[src/logic/hsc_pkg.sv]
// hsc_pkg: field layout, encodings, reset value and timing of the
// hypervisor status word.
// assumes a 125 MHz hart clock shared by the csr port and the pipeline.
package hsc_pkg;

  localparam int XLEN = 64;
  localparam int HALF = 32;

  // field positions
  localparam int POS_GWIDTH_LO = 32;
  localparam int POS_RET_TRAP = 22;
  localparam int POS_WAIT_TRAP = 21;
  localparam int POS_XLAT_TRAP = 20;
  localparam int POS_IRQ_SEL_LO = 12;
  localparam int IRQ_W = 6;
  localparam int POS_USER_HYP = 9;
  localparam int POS_PREV_PRIV = 8;
  localparam int POS_PREV_MODE = 7;
  localparam int POS_GUEST_VA = 6;
  localparam int POS_GUEST_BE = 5;

  // base-width encodings
  localparam logic [1:0] WIDTH_32 = 2'h1;
  localparam logic [1:0] WIDTH_64 = 2'h2;

  // nominal privilege codes
  localparam logic [1:0] PRIV_U = 2'h0;
  localparam logic [1:0] PRIV_S = 2'h1;
  localparam logic [1:0] PRIV_M = 2'h3;

  // guest width at 64 bits, all other fields clear
  localparam logic [63:0] RESET_VAL = 64'h0000_0002_0000_0000;

  localparam int GUEST_IRQ_COUNT_DEF = 6;

  // bounded wfi wait before a guest wfi is trapped
  localparam int CLK_PERIOD_NS = 8;
  localparam int WFI_LIMIT_NS = 1000;
  localparam int WFI_LIMIT_CYC = WFI_LIMIT_NS / CLK_PERIOD_NS;

  typedef enum logic [2:0] {
    HSC_I_NONE = 3'b000,
    HSC_I_SRET = 3'b001,
    HSC_I_WFI = 3'b010,
    HSC_I_SFENCE = 3'b011,
    HSC_I_SINVAL = 3'b100,
    HSC_I_SATP = 3'b101,
    HSC_I_HLSV = 3'b110,
    HSC_I_HOTHER = 3'b111
  } hsc_instr_t;

  typedef enum logic [1:0] {
    HSC_W_IDLE = 2'b00,
    HSC_W_COUNT = 2'b01,
    HSC_W_EXPIRED = 2'b10
  } hsc_wfi_state_t;

  function automatic logic is_guest_s(logic v, logic [1:0] priv);
    return v && (priv == PRIV_S);
  endfunction : is_guest_s

  function automatic logic is_host_u(logic v, logic [1:0] priv);
    return !v && (priv == PRIV_U);
  endfunction : is_host_u

endpackage : hsc_pkg

[src/logic/hsc_chk_if.sv]
// hsc_chk_if: carries the guest trap controls and the current mode into
// the instruction check, and its two exception verdicts back.
// assumes both ends sit on the same clock.
`timescale 1ns/1ns
`default_nettype none
interface hsc_chk_if;
  hsc_pkg::hsc_instr_t instr;
  logic in_guest_s;
  logic in_host_u;
  logic ret_trap;
  logic xlat_trap;
  logic user_hyp;
  logic wfi_expired;
  logic virt_exc;
  logic illegal_exc;

  modport chk (
    input instr, in_guest_s, in_host_u, ret_trap, xlat_trap, user_hyp,
    input wfi_expired,
    output virt_exc, illegal_exc
  );
  modport ctl (
    output instr, in_guest_s, in_host_u, ret_trap, xlat_trap, user_hyp,
    output wfi_expired,
    input virt_exc, illegal_exc
  );
endinterface : hsc_chk_if
`default_nettype wire

[src/logic/hsc_status.sv]
// hsc_status: hypervisor status word of one hart, with the virtualization
// mode, trap-entry capture and the guest instruction checks.
// assumes csr writes, trap entry and sret arrive as one-cycle pulses from
// the pipeline on clk_sys, and that the pipeline reads the verdicts
// combinationally in the cycle it presents the instruction.
//
// Overview of operation
// - word is host width wide; guest width at 33:32 only in 64-bit layout.
// - host width 32 drops the guest width field; guest width is 32.
// - 64-bit host: guest width takes any write, keeps legal values only.
// - host width growing from 32 loads the widest supported guest width.
// - return-trap bit 22 makes guest supervisor sret a virtual trap.
// - wait-trap bit 21, machine wait-trap clear: stalled guest wfi traps.
// - optionally every guest wfi traps under the wait-trap condition.
// - translation-trap bit 20 traps guest fences and translation root access.
// - guest trap bits act only in guest supervisor mode, virtually.
// - guest interrupt select 17:12 holds zero up to count; zero is none.
// - with no guest interrupt sources the select reads zero.
// - user-hypervisor bit 9 lets user mode run guest loads and stores.
// - every trap into host supervisor writes bit 7 with prior mode.
// - sret with mode 0 restores the mode from bit 7.
// - trap from a guest writes bit 8 with nominal privilege.
// - guest loads and stores take their privilege from bit 8.
// - host supervisor and user moves leave bit 8 alone.
// - trap writes bit 6 with whether a guest virtual address was saved.
// - big-endian bit 5 sets guest supervisor load and store byte order.
// - the same bit sets byte order of guest page table walks.
// - the big-endian bit may be fixed to the host byte order.
// - mode 1 is a guest with two-stage translation; 0 is host.
`timescale 1ns/1ns
`default_nettype none
module hsc_status #(
  parameter int GUEST_IRQ_COUNT = hsc_pkg::GUEST_IRQ_COUNT_DEF,
  parameter bit GWIDTH_FIXED = 1'b0,
  parameter bit GUEST32_OK = 1'b1,
  parameter bit GBE_WRITABLE = 1'b1,
  parameter bit HOST_BIG_ENDIAN = 1'b0,
  parameter bit WFI_ALWAYS_TRAP = 1'b0,
  parameter int WFI_LIMIT = hsc_pkg::WFI_LIMIT_CYC
) (
  input wire logic clk_sys,
  input wire logic sys_rst,
  input wire logic host_width_64,
  input wire logic csr_we,
  input wire logic [63:0] csr_wdata,
  output logic [63:0] csr_rdata,
  input wire logic trap_take,
  input wire logic trap_guest_va,
  input wire logic sret_exec,
  input wire logic v_load,
  input wire logic v_load_val,
  input wire logic [1:0] cur_priv,
  input wire hsc_pkg::hsc_instr_t instr_class,
  input wire logic wfi_stalled,
  input wire logic mach_wait_trap,
  output logic virt_mode,
  output logic virt_instr_exc,
  output logic illegal_instr_exc,
  output logic [1:0] hyp_access_priv,
  output logic guest_big_endian,
  output logic [1:0] guest_width,
  output logic [5:0] guest_irq_select
);

  localparam int CNT_W = $clog2(WFI_LIMIT + 1);
  localparam logic [CNT_W-1:0] CNT_LAST = CNT_W'(WFI_LIMIT - 1);
  localparam logic [5:0] IRQ_MAX = 6'(GUEST_IRQ_COUNT);

  logic [1:0] gwidth_reg, gwidth_next;
  logic ret_trap_reg, ret_trap_next;
  logic wait_trap_reg, wait_trap_next;
  logic xlat_trap_reg, xlat_trap_next;
  logic [5:0] irq_sel_reg, irq_sel_next;
  logic user_hyp_reg, user_hyp_next;
  logic prev_priv_reg, prev_priv_next;
  logic prev_mode_reg, prev_mode_next;
  logic guest_va_reg, guest_va_next;
  logic gbe_reg, gbe_next;
  logic v_reg, v_next;
  logic hw64_reg, hw64_next;
  hsc_pkg::hsc_wfi_state_t wfi_reg, wfi_next;
  logic [CNT_W-1:0] cnt_reg, cnt_next;
  logic [5:0] wr_irq_sel;
  logic [1:0] wr_gwidth;
  logic guest_s;
  logic wfi_cond;

  assign guest_s = hsc_pkg::is_guest_s(v_reg, cur_priv);
  assign wr_irq_sel = csr_wdata[hsc_pkg::POS_IRQ_SEL_LO +: hsc_pkg::IRQ_W];
  assign wr_gwidth = csr_wdata[hsc_pkg::POS_GWIDTH_LO +: 2];

  // status word fields
  always_comb begin
    gwidth_next = gwidth_reg;
    ret_trap_next = ret_trap_reg;
    wait_trap_next = wait_trap_reg;
    xlat_trap_next = xlat_trap_reg;
    irq_sel_next = irq_sel_reg;
    user_hyp_next = user_hyp_reg;
    prev_priv_next = prev_priv_reg;
    prev_mode_next = prev_mode_reg;
    guest_va_next = guest_va_reg;
    gbe_next = gbe_reg;
    hw64_next = host_width_64;
    if (csr_we) begin
      ret_trap_next = csr_wdata[hsc_pkg::POS_RET_TRAP];
      wait_trap_next = csr_wdata[hsc_pkg::POS_WAIT_TRAP];
      xlat_trap_next = csr_wdata[hsc_pkg::POS_XLAT_TRAP];
      user_hyp_next = csr_wdata[hsc_pkg::POS_USER_HYP];
      prev_priv_next = csr_wdata[hsc_pkg::POS_PREV_PRIV];
      prev_mode_next = csr_wdata[hsc_pkg::POS_PREV_MODE];
      guest_va_next = csr_wdata[hsc_pkg::POS_GUEST_VA];
      // out-of-range selects are dropped so the field never leaves range
      if (GUEST_IRQ_COUNT != 0 && wr_irq_sel <= IRQ_MAX) begin
        irq_sel_next = wr_irq_sel;
      end
      if (GBE_WRITABLE) begin
        gbe_next = csr_wdata[hsc_pkg::POS_GUEST_BE];
      end
      // field only exists with a 64-bit host; illegal codes are ignored
      if (host_width_64 && !GWIDTH_FIXED) begin
        if (wr_gwidth == hsc_pkg::WIDTH_64 ||
            (GUEST32_OK && wr_gwidth == hsc_pkg::WIDTH_32)) begin
          gwidth_next = wr_gwidth;
        end
      end
    end
    // width growing from 32: widest guest width that fits is 64
    if (host_width_64 && !hw64_reg && !GWIDTH_FIXED) begin
      gwidth_next = hsc_pkg::WIDTH_64;
    end
    // hardware capture wins over a csr write in the same cycle
    if (trap_take) begin
      prev_mode_next = v_reg;
      if (v_reg) begin // host-side traps leave it alone
        prev_priv_next = (cur_priv == hsc_pkg::PRIV_S);
      end
      guest_va_next = trap_guest_va;
    end
  end

  always_ff @(posedge clk_sys) begin
    if (sys_rst) begin
      gwidth_reg <= hsc_pkg::RESET_VAL[hsc_pkg::POS_GWIDTH_LO +: 2];
      ret_trap_reg <= hsc_pkg::RESET_VAL[hsc_pkg::POS_RET_TRAP];
      wait_trap_reg <= hsc_pkg::RESET_VAL[hsc_pkg::POS_WAIT_TRAP];
      xlat_trap_reg <= hsc_pkg::RESET_VAL[hsc_pkg::POS_XLAT_TRAP];
      irq_sel_reg <= hsc_pkg::RESET_VAL[hsc_pkg::POS_IRQ_SEL_LO +: 6];
      user_hyp_reg <= hsc_pkg::RESET_VAL[hsc_pkg::POS_USER_HYP];
      prev_priv_reg <= hsc_pkg::RESET_VAL[hsc_pkg::POS_PREV_PRIV];
      prev_mode_reg <= hsc_pkg::RESET_VAL[hsc_pkg::POS_PREV_MODE];
      guest_va_reg <= hsc_pkg::RESET_VAL[hsc_pkg::POS_GUEST_VA];
      gbe_reg <= hsc_pkg::RESET_VAL[hsc_pkg::POS_GUEST_BE];
      hw64_reg <= 1'b1;
    end else begin
      gwidth_reg <= gwidth_next;
      ret_trap_reg <= ret_trap_next;
      wait_trap_reg <= wait_trap_next;
      xlat_trap_reg <= xlat_trap_next;
      irq_sel_reg <= irq_sel_next;
      user_hyp_reg <= user_hyp_next;
      prev_priv_reg <= prev_priv_next;
      prev_mode_reg <= prev_mode_next;
      guest_va_reg <= guest_va_next;
      gbe_reg <= gbe_next;
      hw64_reg <= hw64_next;
    end
  end

  // virtualization mode
  always_comb begin
    v_next = v_reg;
    if (trap_take) begin
      v_next = 1'b0;
    end else if (v_load) begin
      v_next = v_load_val;
    end else if (sret_exec && !v_reg) begin
      v_next = prev_mode_reg;
    end
  end

  always_ff @(posedge clk_sys) begin
    if (sys_rst) begin
      v_reg <= 1'b0;
    end else begin
      v_reg <= v_next;
    end
  end

  // bounded wfi wait; a wfi that completes early leaves the count idle
  assign wfi_cond = (instr_class == hsc_pkg::HSC_I_WFI) && guest_s &&
                    wait_trap_reg && !mach_wait_trap && wfi_stalled;

  always_comb begin
    wfi_next = wfi_reg;
    cnt_next = cnt_reg;
    case (wfi_reg)
      hsc_pkg::HSC_W_IDLE: begin
        cnt_next = '0;
        if (wfi_cond) begin
          wfi_next = hsc_pkg::HSC_W_COUNT;
        end
      end
      hsc_pkg::HSC_W_COUNT: begin
        if (!wfi_cond) begin
          wfi_next = hsc_pkg::HSC_W_IDLE;
        end else if (cnt_reg == CNT_LAST) begin
          wfi_next = hsc_pkg::HSC_W_EXPIRED;
        end else begin
          cnt_next = cnt_reg + CNT_W'(1);
        end
      end
      hsc_pkg::HSC_W_EXPIRED: begin
        if (!wfi_cond) begin
          wfi_next = hsc_pkg::HSC_W_IDLE;
        end
      end
      default: begin
        wfi_next = hsc_pkg::HSC_W_IDLE;
      end
    endcase
  end

  always_ff @(posedge clk_sys) begin
    if (sys_rst) begin
      wfi_reg <= hsc_pkg::HSC_W_IDLE;
      cnt_reg <= '0;
    end else begin
      wfi_reg <= wfi_next;
      cnt_reg <= cnt_next;
    end
  end

  hsc_chk_if chk_bus ();

  assign chk_bus.instr = instr_class;
  assign chk_bus.in_guest_s = guest_s;
  assign chk_bus.in_host_u = hsc_pkg::is_host_u(v_reg, cur_priv);
  assign chk_bus.ret_trap = ret_trap_reg;
  assign chk_bus.xlat_trap = xlat_trap_reg;
  assign chk_bus.user_hyp = user_hyp_reg;
  // the always-trap option trades guest wfi latency for a simpler core
  assign chk_bus.wfi_expired = wait_trap_reg && !mach_wait_trap &&
    (WFI_ALWAYS_TRAP || wfi_reg == hsc_pkg::HSC_W_EXPIRED);

  hsc_trap_check u_check (
    .bus(chk_bus.chk)
  );

  assign virt_instr_exc = chk_bus.virt_exc;
  assign illegal_instr_exc = chk_bus.illegal_exc;

  // outputs steering the pipeline
  assign virt_mode = v_reg;
  assign hyp_access_priv =
    prev_priv_reg ? hsc_pkg::PRIV_S : hsc_pkg::PRIV_U;
  assign guest_big_endian =
    GBE_WRITABLE ? gbe_reg : HOST_BIG_ENDIAN;
  assign guest_width =
    host_width_64 ? gwidth_reg : hsc_pkg::WIDTH_32;
  assign guest_irq_select =
    (GUEST_IRQ_COUNT == 0) ? 6'h00 : irq_sel_reg;

  // read view; reserved positions read zero
  always_comb begin
    csr_rdata = '0;
    if (host_width_64) begin
      csr_rdata[hsc_pkg::POS_GWIDTH_LO +: 2] = gwidth_reg;
    end
    csr_rdata[hsc_pkg::POS_RET_TRAP] = ret_trap_reg;
    csr_rdata[hsc_pkg::POS_WAIT_TRAP] = wait_trap_reg;
    csr_rdata[hsc_pkg::POS_XLAT_TRAP] = xlat_trap_reg;
    csr_rdata[hsc_pkg::POS_IRQ_SEL_LO +: hsc_pkg::IRQ_W] = guest_irq_select;
    csr_rdata[hsc_pkg::POS_USER_HYP] = user_hyp_reg;
    csr_rdata[hsc_pkg::POS_PREV_PRIV] = prev_priv_reg;
    csr_rdata[hsc_pkg::POS_PREV_MODE] = prev_mode_reg;
    csr_rdata[hsc_pkg::POS_GUEST_VA] = guest_va_reg;
    csr_rdata[hsc_pkg::POS_GUEST_BE] = guest_big_endian;
  end
endmodule : hsc_status
`default_nettype wire

[src/logic/hsc_trap_check.sv]
// hsc_trap_check: decides, per issued instruction, whether the status
// word turns it into a virtual-instruction or illegal-instruction trap.
// assumes the caller has already worked out the mode and the wfi timer.
`timescale 1ns/1ns
`default_nettype none
module hsc_trap_check (
  hsc_chk_if.chk bus
);

  always_comb begin
    bus.virt_exc = 1'b0;
    bus.illegal_exc = 1'b0;
    if (bus.in_guest_s) begin
      // traps here are virtual, never illegal
      case (bus.instr)
        hsc_pkg::HSC_I_SRET: bus.virt_exc = bus.ret_trap;
        hsc_pkg::HSC_I_WFI: bus.virt_exc = bus.wfi_expired;
        hsc_pkg::HSC_I_SFENCE,
        hsc_pkg::HSC_I_SINVAL,
        hsc_pkg::HSC_I_SATP: bus.virt_exc = bus.xlat_trap;
        default: bus.virt_exc = 1'b0;
      endcase
    end else if (bus.in_host_u) begin
      case (bus.instr)
        hsc_pkg::HSC_I_HLSV: bus.illegal_exc = !bus.user_hyp;
        hsc_pkg::HSC_I_HOTHER: bus.illegal_exc = 1'b1;
        default: bus.illegal_exc = 1'b0;
      endcase
    end
  end

endmodule : hsc_trap_check
`default_nettype wire

[config.mk]
export PLATFORM = sky130hd
export DESIGN_NAME = hsc_status
export DESIGN_NICKNAME = d
export VERILOG_FILES = /design/src/logic/hsc_pkg.sv /design/src/logic/hsc_chk_if.sv /design/src/logic/hsc_status.sv /design/src/logic/hsc_trap_check.sv
export SDC_FILE = /design/constraint.sdc
export NUM_CORES = 1
export LEC_CHECK = 0
export BUFFER_PORTS_ARGS = -buffer_cell sky130_fd_sc_hd__buf_2
export CAP_MARGIN = 25
export CELL_PAD_IN_SITES_DETAIL_PLACEMENT = 0
export CELL_PAD_IN_SITES_GLOBAL_PLACEMENT = 1
export CORE_MARGIN = 1.5
export CORE_UTILIZATION = 25
export CTS_CLUSTER_DIAMETER = 120
export CTS_CLUSTER_SIZE = 12
export DETAILED_ROUTE_END_ITERATION = 10
export GPL_TIMING_DRIVEN = 0
export PLACE_DENSITY = 0.87
export SYNTH_ARGS = -nofsm -noshare
export SYNTH_HDL_FRONTEND = slang
export SYNTH_HIERARCHICAL = 1
export SYNTH_SLANG_ARGS = --single-unit
[constraint.sdc]
create_clock -name clk_sys -period 2.1 [get_ports clk_sys]
set_input_delay 0.21 -clock clk_sys [delete_from_list [all_inputs] [get_ports clk_sys]]
set_output_delay 0.21 -clock clk_sys [all_outputs]
set_load 0.05 [all_outputs]
# After elaboration in Yosys (flattened, before gate mapping)
# Cells that the tools add are included.
# op_classes
n_eq_ne	18
order_cmp	1
n_addsub	1
mux	25
reduce_logical	27
# op_table
op	count
$mux W7	2
$pmux W7 S2	1
$mux W1	13
$eq A3 B3 Y1 const B	4
$mux W2	6
$logic_and A1 B1 Y1	10
$reduce_and A3 Y1	3
$ne A2 B2 Y1 const B	4
$add A7 B1 Y7 const B	1
$eq A7 B7 Y1 const B	1
$eq A2 B1 Y1 const B	3
$eq A3 B2 Y1 const B	2
$le A6 B3 Y1 const B	1
$pmux W2 S3	1
$reduce_bool A2 Y1	3
$eq A2 B2 Y1 const B	2
$logic_not A1 Y1	4
$logic_not A2 Y1	2
$reduce_or A2 Y1	2
$eq A3 B1 Y1 const B	1
$ne A3 B3 Y1 const B	1
$pmux W1 S3	1
$reduce_or A3 Y1	1
$pmux W1 S2	1
2 further kinds	2
# word_totals
regBits	27
output_inout_bits	78
input_bits	80
wordCells	86

# Longest topological paths before layout
# Gate-level depths: netlist of run 1.
# depth
word_depth	8
ltp_mapped	6
mapped_depth_nobuf	5

# Cells and area by module
# The synthesis of run 1 kept the hierarchy.
# by_module_without_submodules
mod	seq_area_each_um2	instances	area_per_inst_um2	cells_each
hsc_status	540.5	1	1749.2	212
hsc_trap_check	0.0	1	55.1	10

# Least setup slack after synthesis of run 1
# Ideal clock, no wire load.
# synth_timing
kind	reg2reg
start	register v_reg, in the netlist virt_mode
end	register cnt_reg[4]
setup_ns	0.070
setup_slack_ns	0.004
synth_period_minus_slack_ns	2.096
stages_incl_launch_ff	6
t_arrival_ns	2.026
n_path_buf	1
required_time_ns	2.030
path_cell_list	dfxtp_1 > nand3b_1 > or4_4 > buf_6 > or4_1 > a21oi_1
# synth_via
elab_chain_cells	7
# synth_rtl
item	line_no	source
from (decl)	hsc_status.sv:79	logic v_reg, v_next;
from (signal assigned)	hsc_status.sv:186	v_reg <= v_next;
$logic_and A1 B1 Y1	hsc_pkg.sv:59	return v && (priv == PRIV_S);
$logic_and A1 B1 Y1 (2 in series)	hsc_status.sv:191	assign wfi_cond = (instr_class == hsc_pkg::HSC_I_WFI) && guest_s &&
$logic_and A1 B1 Y1 (2 in series)	hsc_status.sv:192	wait_trap_reg && !mach_wait_trap && wfi_stalled;
$ne A2 B2 Y1 (no source line)	--	
$reduce_and A3 Y1 (no source line)	--	
to (signal assigned)	hsc_status.sv:230	cnt_reg <= cnt_next;
to (decl)	hsc_status.sv:82	logic [CNT_W-1:0] cnt_reg, cnt_next;
# No other way between the ends.
# A chain may end at the register's enable or synchronous reset.

# Worst setup path in the final report of run 1
# layout_timing
start	register cnt_reg[0]
end	register cnt_reg[3]
# layout_via
elab_chain_cells	4
word_cells_on_any_way	7
cone_classes	1 x add/sub; 2 x eq/ne; 3 x mux; 1 x reduce/logical
# layout_rtl
item	line_no	source
$add A7 B1 Y7	hsc_status.sv:210	cnt_next = cnt_reg + CNT_W'(1);
$mux W7	hsc_status.sv:207	end else if (cnt_reg == CNT_LAST) begin
$mux W7	hsc_status.sv:205	if (!wfi_cond) begin
$pmux W7 S2	hsc_status.sv:197	case (wfi_reg)
# Several ways; a longest one is shown, not always the timed one. The select of a mux whose other input is x is not followed.

==> metrics.yaml, run 1 <==
min_path:
  min_from: "trap_take"
  hold_path_class: "primary input to register"
  min_to: "virt_mode"
  whs_path_depth: 2
logic_synthesis:
  ys_seq_area_share_pct: 30.0
  synthFlopType: "dfxtp_1"
  ys_types: 40
  syn_inst: 222
  ys_async_sr_fraction_pct: 0
  postSynthAreaPerCell_sq_um: 8.13
  yosysWarnings: 6
  ys_ff_latch: 27
  synth_edf_count: 0
  netlist_area_sq_mm: 0.00180
sta:
  max_slew_margin_pct: 51.4
  final_max_slew_viol_count: 0
  max_freq_mhz: 526
  period_share_pct: 90.5
  worst_slew_pin_slew_ns: 0.728
  setup_tns_ns: 0
  hold_viol_final: 0
  fin_worst_skew_ns: 0.00507
  setup_violations: 0
  timing.hold.ws_ns: 0.154
  period_minus_slack_ns: 1.90
  rsz0062_at_grt: "false"
grt:
  grt_pass1_wl_um: 5660
  grt_pass1_vias: 1339
  grt.total_usage_pct: 9.26
  antenna_found_initial: 0
  grt_max_degree: 15
  grt-ovfl-total: 0
critical_path:
  setup.worst_path.start_class: "register"
  rr_endpoint: "cnt_reg[3]"
  critPathKind: "register to register"
  path_depth: 6
  reg2regPathDepth: 6
  max_stage_delay_ns: 0.54
  crit_fanout: 10
  cp_top_family: "simple AND/OR/NAND/NOR gates"
  cp-end-kind: "register"
  reg2reg_slack_ns: 0.20
  cp.arrival_ns: 2.11
  crit-reg2reg-launch: "cnt_reg[0]"
  path_buf_inv: 2
  cp_slowest_cell: "or4_1"
  path_cells: "inv_1 > ha_1 > and3_1 > clkbuf_1 > or4_1 > a21oi_1"
  crit_required_ns: 2.31
run_status:
  outcome: "finished, final reports clean"
layout:
  utilization_pct: 35.6
  antenna_cells: 0
  largest_register_ffs: 7
  regArea_sq_um: 541
  fillCellCount: 733
  multi_input_area_sq_um: 892
  syn_to_final_growth_pct: 35.5
  finalNetCount: 416
  drive_above_1_share_pct: 39.6
clocking:
  cts_max_level: 1
  cts_sinks: 27
  ctsResizeCount: 0
  clkLatencyLatePin_ns: 0.27
  cts_max_path_buffers: 2
  cts_tree: "done"
  clk_pin_slew_ns: 0.10
  cts_made_buffers: 3
  ctsHoldBuffers: 0
  cts_root_buf: "clkbuf_8"
  postCtsSetupBuffers: 0
route:
  drtPass1Iterations: 4
  num_vias: 1635
  wl_per_cell_um: 8.88
  routed_via_density: 3.81
  antenna_left: 0
  drc: 0
  drt_iter0_drc: 45
  detail_route.wirelength_um: 3810
pwr:
  powerDensity_mw_per_mm2: 536
  seqPwrFrac_pct: 41.0
  sw_frac_of_total_pct: 39.0
  p_int_uw: 799
  p_leak_nw: 1.27
  power.switching_uw: 511
  p_clk_share_pct: 23.2
  peakVddDrop_mv: 0.233
  combPwrFrac_pct: 35.9
placement:
  io_buffers: 59
  gp_congestion: 0.726
  dpl.hpwl_um: 3040
floorplanning:
  start_util_pct: 26.3
  dieWidth_um: 88.0
  num_rows: 30
  die-height_um: 88.0
  fp.coreArea_sq_mm: 0.00687
  ios: 158
  die_area_sq_mm: 0.00774
run:
  cap_violations: 0
how the worst max path moves through the flow:
stage / startpoint / end / slack (ns)
after floorplan: virt_mode / cnt_reg[4] / 0.004
after global placement: cnt_reg[0] / cnt_reg[3] / 0.28
after detailed placement: cnt_reg[0] / cnt_reg[5] / 0.23
after CTS: cnt_reg[0] / cnt_reg[3] / 0.21
after global routing: cnt_reg[0] / cnt_reg[5] / 0.11
final: cnt_reg[0] / cnt_reg[3] / 0.20
layout by cell type (no fill, tap or decap), drive strengths merged, types with 2 or more instances in the layout:
master / instances
nand3b: 2
a21oi: 16
a31oi: 3
o31ai: 3
a211o: 2
clkbuf: 10
or2: 2
nor2: 18
nand2: 10
or4: 6
nand2b: 3
a211oi: 2
o211ai: 2
inv: 8
nand4b: 2
o41ai: 2
dfxtp: 27
nor3: 5
buf: 125
mux2i: 8
conb: 49
o21ai: 4
and2: 5
ha: 2
nand3: 5
area by class of cell:
type | instances | share of cell area, %
inverters | 8 | 1.23
plain buffers | 72 | 21.3
clock buffers | 4 | 1.84
repair buffers | 59 | 12.1
well taps | 96 | 4.91
flip-flops and latches | 27 | 22.1
multi-input cells | 163 | 36.5
synthesized netlist by cell type, drive strengths merged (2+ instances only):
library cell   n  area share, %
a211o          2           0.97
a211oi         2           0.83
a21oi         16            4.4
a31oi          3            1.0
and2           5            1.7
buf           66             28
clkbuf         6            1.2
dfxtp         27             30
ha             2            1.4
inv            8            1.7
mux2i          8            4.4
nand2         10            2.1
nand2b         3            1.0
nand3          5            1.4
nand3b         2           0.83
nand4b         2           0.97
nor2          18            3.7
nor3           5            1.4
o211ai         2           0.83
o21ai          4            1.1
o31ai          3            1.2
o41ai          2           0.97
or2            2           0.69
or4            6            2.7
cells by family (layout without fill, tap and decap cells):
| family | after synthesis | in the layout | share of synthesized area, % |
|---|---|---|---|
| buffers and inverters | 80 | 143 | 30.6 |
| AND/OR/NAND/NOR | 66 | 66 | 20.0 |
| adder cells (fa/ha/maj) | 2 | 2 | 1.39 |
| AO/OA/AOI/OAI | 38 | 38 | 13.4 |
| other | 1 | 49 | 0.208 |
| multiplexers | 8 | 8 | 4.44 |
| flip-flops | 27 | 27 | 30.0 |
routing by layer:
metal  GRT usage (%)  wire length, um
met2            15.0             1680
met4            2.74               36
met5               0                0
met3            3.30              403
met1            11.5             1690
metrics by stage:
step	cells	instance area [sq um]	power [mW]	worst slack [ns]
6_report	429	2440	1.31	0.200
4_1_cts	429	2440	1.33	0.212
3_3_place_gp	425	2400	1.01	0.283
2_1_floorplan	270	1980	0.950	0.00354
3_5_place_dp	425	2400	1.02	0.233
5_1_grt	429	2440	1.38	0.113
power by group through the flow:
stage / registers [mW] / clock network, mW / logic [mW]
final: 0.536 / 0.304 / 0.470
after global routing: 0.539 / 0.345 / 0.496
after CTS: 0.537 / 0.322 / 0.469
after detailed placement: 0.549 / 0 / 0.468
after global placement: 0.548 / 0 / 0.467
after floorplan: 0.558 / 0 / 0.392
No activity file was read; power rests on OpenSTA's default activity.
==> inputs of run 2 (changes only) <==
- REMOVE_ABC_BUFFERS: default -> 1
==> run 2 against run 1 <==
Against the previous run: global-route usage shrank 1.2 points; highest routed layer unchanged; largest cell class unchanged; setup slack gained 0.056 ns; critical path depth shrank 2; final cell count shrank 17%; utilization shrank 7.5 points; critical endpoint unchanged; flip-flop and latch count is the same; routed wire length shrank 15%; combinational power shrank 20%; maximum frequency grew 3.0%; sequential power is essentially flat; die area is the same.
==> metrics.yaml, run 2 (same netlist as run 1, synthesis figures left out) <==
clocking:
  cts_made_buffers: 3  # unchanged
  cts_max_path_buffers: 2  # unchanged
  cts_root_buf: "clkbuf_8"  # unchanged
  clk_pin_slew_ns: 0.09  # was 0.10 ns
  postCtsSetupBuffers: 0  # unchanged
  cts_tree: "done"  # unchanged
  ctsHoldBuffers: 0  # unchanged
  cts_max_level: 1  # unchanged
  cts_sinks: 27  # unchanged
  clkLatencyLatePin_ns: 0.27  # about the same
  ctsResizeCount: 0  # unchanged
critical_path:
  cp-end-kind: "register"  # unchanged
  max_stage_delay_ns: 0.59  # was 0.54 ns
  crit_fanout: 12  # was 10
  cp_slowest_cell: "or4_4"  # was or4_1
  endpoint: "cnt_reg[3]"  # unchanged
  reg2reg_slack_ns: 0.26  # was 0.20 ns
  crit_required_ns: 2.31  # about the same
  cp.arrival_ns: 2.05  # was 2.11 ns
  critPathKind: "register to register"  # unchanged
  rr_endpoint: "cnt_reg[3]"  # unchanged
  startpoint: "virt_mode"  # was cnt_reg[0]
  crit-reg2reg-launch: "virt_mode"  # was cnt_reg[0]
  path_cells: "nand3b_1 > or4_4 > or4_1 > a21oi_1"  # was inv_1 > ha_1 > and3_1 > clkbuf_1 > or4_1 > a21oi_1
  reg2regPathDepth: 4  # was 6
  setup.worst_path.start_class: "register"  # unchanged
layout:
  multi_input_area_sq_um: 892  # unchanged
  regArea_sq_um: 541  # unchanged
  layout_commonest_cell: "buf_2"  # was buf_4
  utilization_pct: 28.1  # was 35.6%
  largest_register_ffs: 7  # unchanged
  design_area_sq_mm: 0.00193  # was 0.00244 sq mm
  drive_above_1_share_pct: 25.6  # was 39.6%
  final_cell_mix: "60 x buf_2, 49 x conb_1, 27 x dfxtp_1, 18 x nor2_1, 16 x a21oi_1"  # was 65 x buf_4, 59 x buf_2, 49 x conb_1, 27 x dfxtp_1, 18 x nor2_1
  fillCellCount: 765  # was 733
  syn_to_final_growth_pct: 6.87  # was 35.5%
  finalNetCount: 345  # was 416
  antenna_cells: 0  # unchanged
sta:
  setup_violations: 0  # unchanged
  period_minus_slack_ns: 1.84  # was 1.90 ns
  max_freq_mhz: 542  # was 526 MHz
  timing.hold.ws_ns: 0.161  # was 0.154 ns
  fin_worst_skew_ns: 0.00108  # was 0.00507 ns
  hold_viol_final: 0  # unchanged
  worst_slew_pin_slew_ns: 0.585  # was 0.728 ns
  max_slew_margin_pct: 60.6  # was 51.4%
  period_share_pct: 87.8  # was 90.5%
  final_max_slew_viol_count: 0  # unchanged
  setup_tns_ns: 0  # unchanged
  rsz0062_at_grt: "false"  # unchanged
grt:
  grt-ovfl-total: 0  # unchanged
  grt.total_usage_pct: 8.09  # was 9.26%
  antenna_found_initial: 0  # unchanged
  grt_max_degree: 24  # was 15
  grt_pass1_wl_um: 5070  # was 5660 um
  grt_pass1_vias: 1193  # was 1,339
pwr:
  powerDensity_mw_per_mm2: 623  # was 536 mW/mm^2
  p_leak_nw: 0.909  # was 1.27 nW
  p_total_mw: 1.20  # was 1.31 mW
  peakVddDrop_mv: 0.413  # was 0.233 mV
route:
  wl_per_cell_um: 9.07  # was 8.88 um
  antenna_left: 0  # unchanged
  routed_via_density: 4.06  # was 3.81
  detail_route.wirelength_um: 3250  # was 3810 um
  drt_iter0_drc: 60  # was 45
  drc: 0  # unchanged
  drtPass1Iterations: 4  # unchanged
  num_vias: 1452  # was 1,635
min_path:
  hold_path_class: "primary input to register"  # unchanged
  whs_path_depth: 2  # unchanged
placement:
  dpl.hpwl_um: 2580  # was 3040 um
  io_buffers: 60  # was 59
  place_area_sq_mm: 0.00188  # was 0.00240 sq mm
  gp_congestion: 0.712  # was 0.726
floorplanning:
  num_rows: 30  # unchanged
  dieWidth_um: 88.0  # unchanged
  ios: 158  # unchanged
  fp.coreArea_sq_mm: 0.00687  # unchanged
  start_util_pct: 26.3  # unchanged
  die_area_sq_mm: 0.00774  # unchanged
  die-height_um: 88.0  # unchanged
run_status:
  outcome: "finished, final reports clean"  # unchanged
run:
  cap_violations: 0  # unchanged
-- run 2: cell count changes in the layout (fill, tap and decap cells not counted), sizes merged --
cell    previous run  this run
clkbuf            10         4
buf              125        60
-- run 2: how the worst min path moves through the flow --
stage                     slack, ns    startpoint                to
after detailed placement       0.45     trap_take         virt_mode
final                          0.16     trap_take         virt_mode
after floorplan                0.28       sys_rst        cnt_reg[1]
after global routing           0.17     trap_take         virt_mode
after CTS                      0.15     trap_take         virt_mode
after global placement         0.44  csr_wdata[9]  chk_bus.user_hyp
-- run 2: cell type report --
type / instances / share of cell area [%]
Multi-Input combinational cell: 163 / 46.3
Sequential cell: 27 / 28.0
Timing Repair Buffer: 60 / 15.6
Tap cell: 96 / 6.23
Clock buffer: 4 / 2.34
Inverter: 8 / 1.56
-- run 2: power by group --
part | internal, mW | switching (mW) | leakage [nW]
clock network | 0.136 | 0.154 | 0.0228
registers | 0.526 | 0.00954 | 0.220
logic | 0.0584 | 0.318 | 0.667
-- run 2: stage by stage --
| stage | worst slack [ns] | instances |
|---|---|---|
| finish | 0.256 | 358 |
| global route | 0.129 | 358 |
| CTS | 0.241 | 358 |
| detailed placement | 0.261 | 354 |
| global placement | 0.297 | 354 |
| floorplan | 0.0112 | 198 |
-- run 2: worst max-delay path: cells and delay by family (launching register included) --
kind	cells	cell delay, ns
and+or+nand+nor	3	1.24
DFF	1	0.40
AOI/OAI and AO/OA	1	0.14
-- run 2: metal layers --
metal	GRT usage, %	vias up	wire length, um
met5	0	-	0
met4	3.17	0	27
met3	2.17	2	261
met2	12.6	69	1500
met1	10.6	647	1460
li1	-	734	-
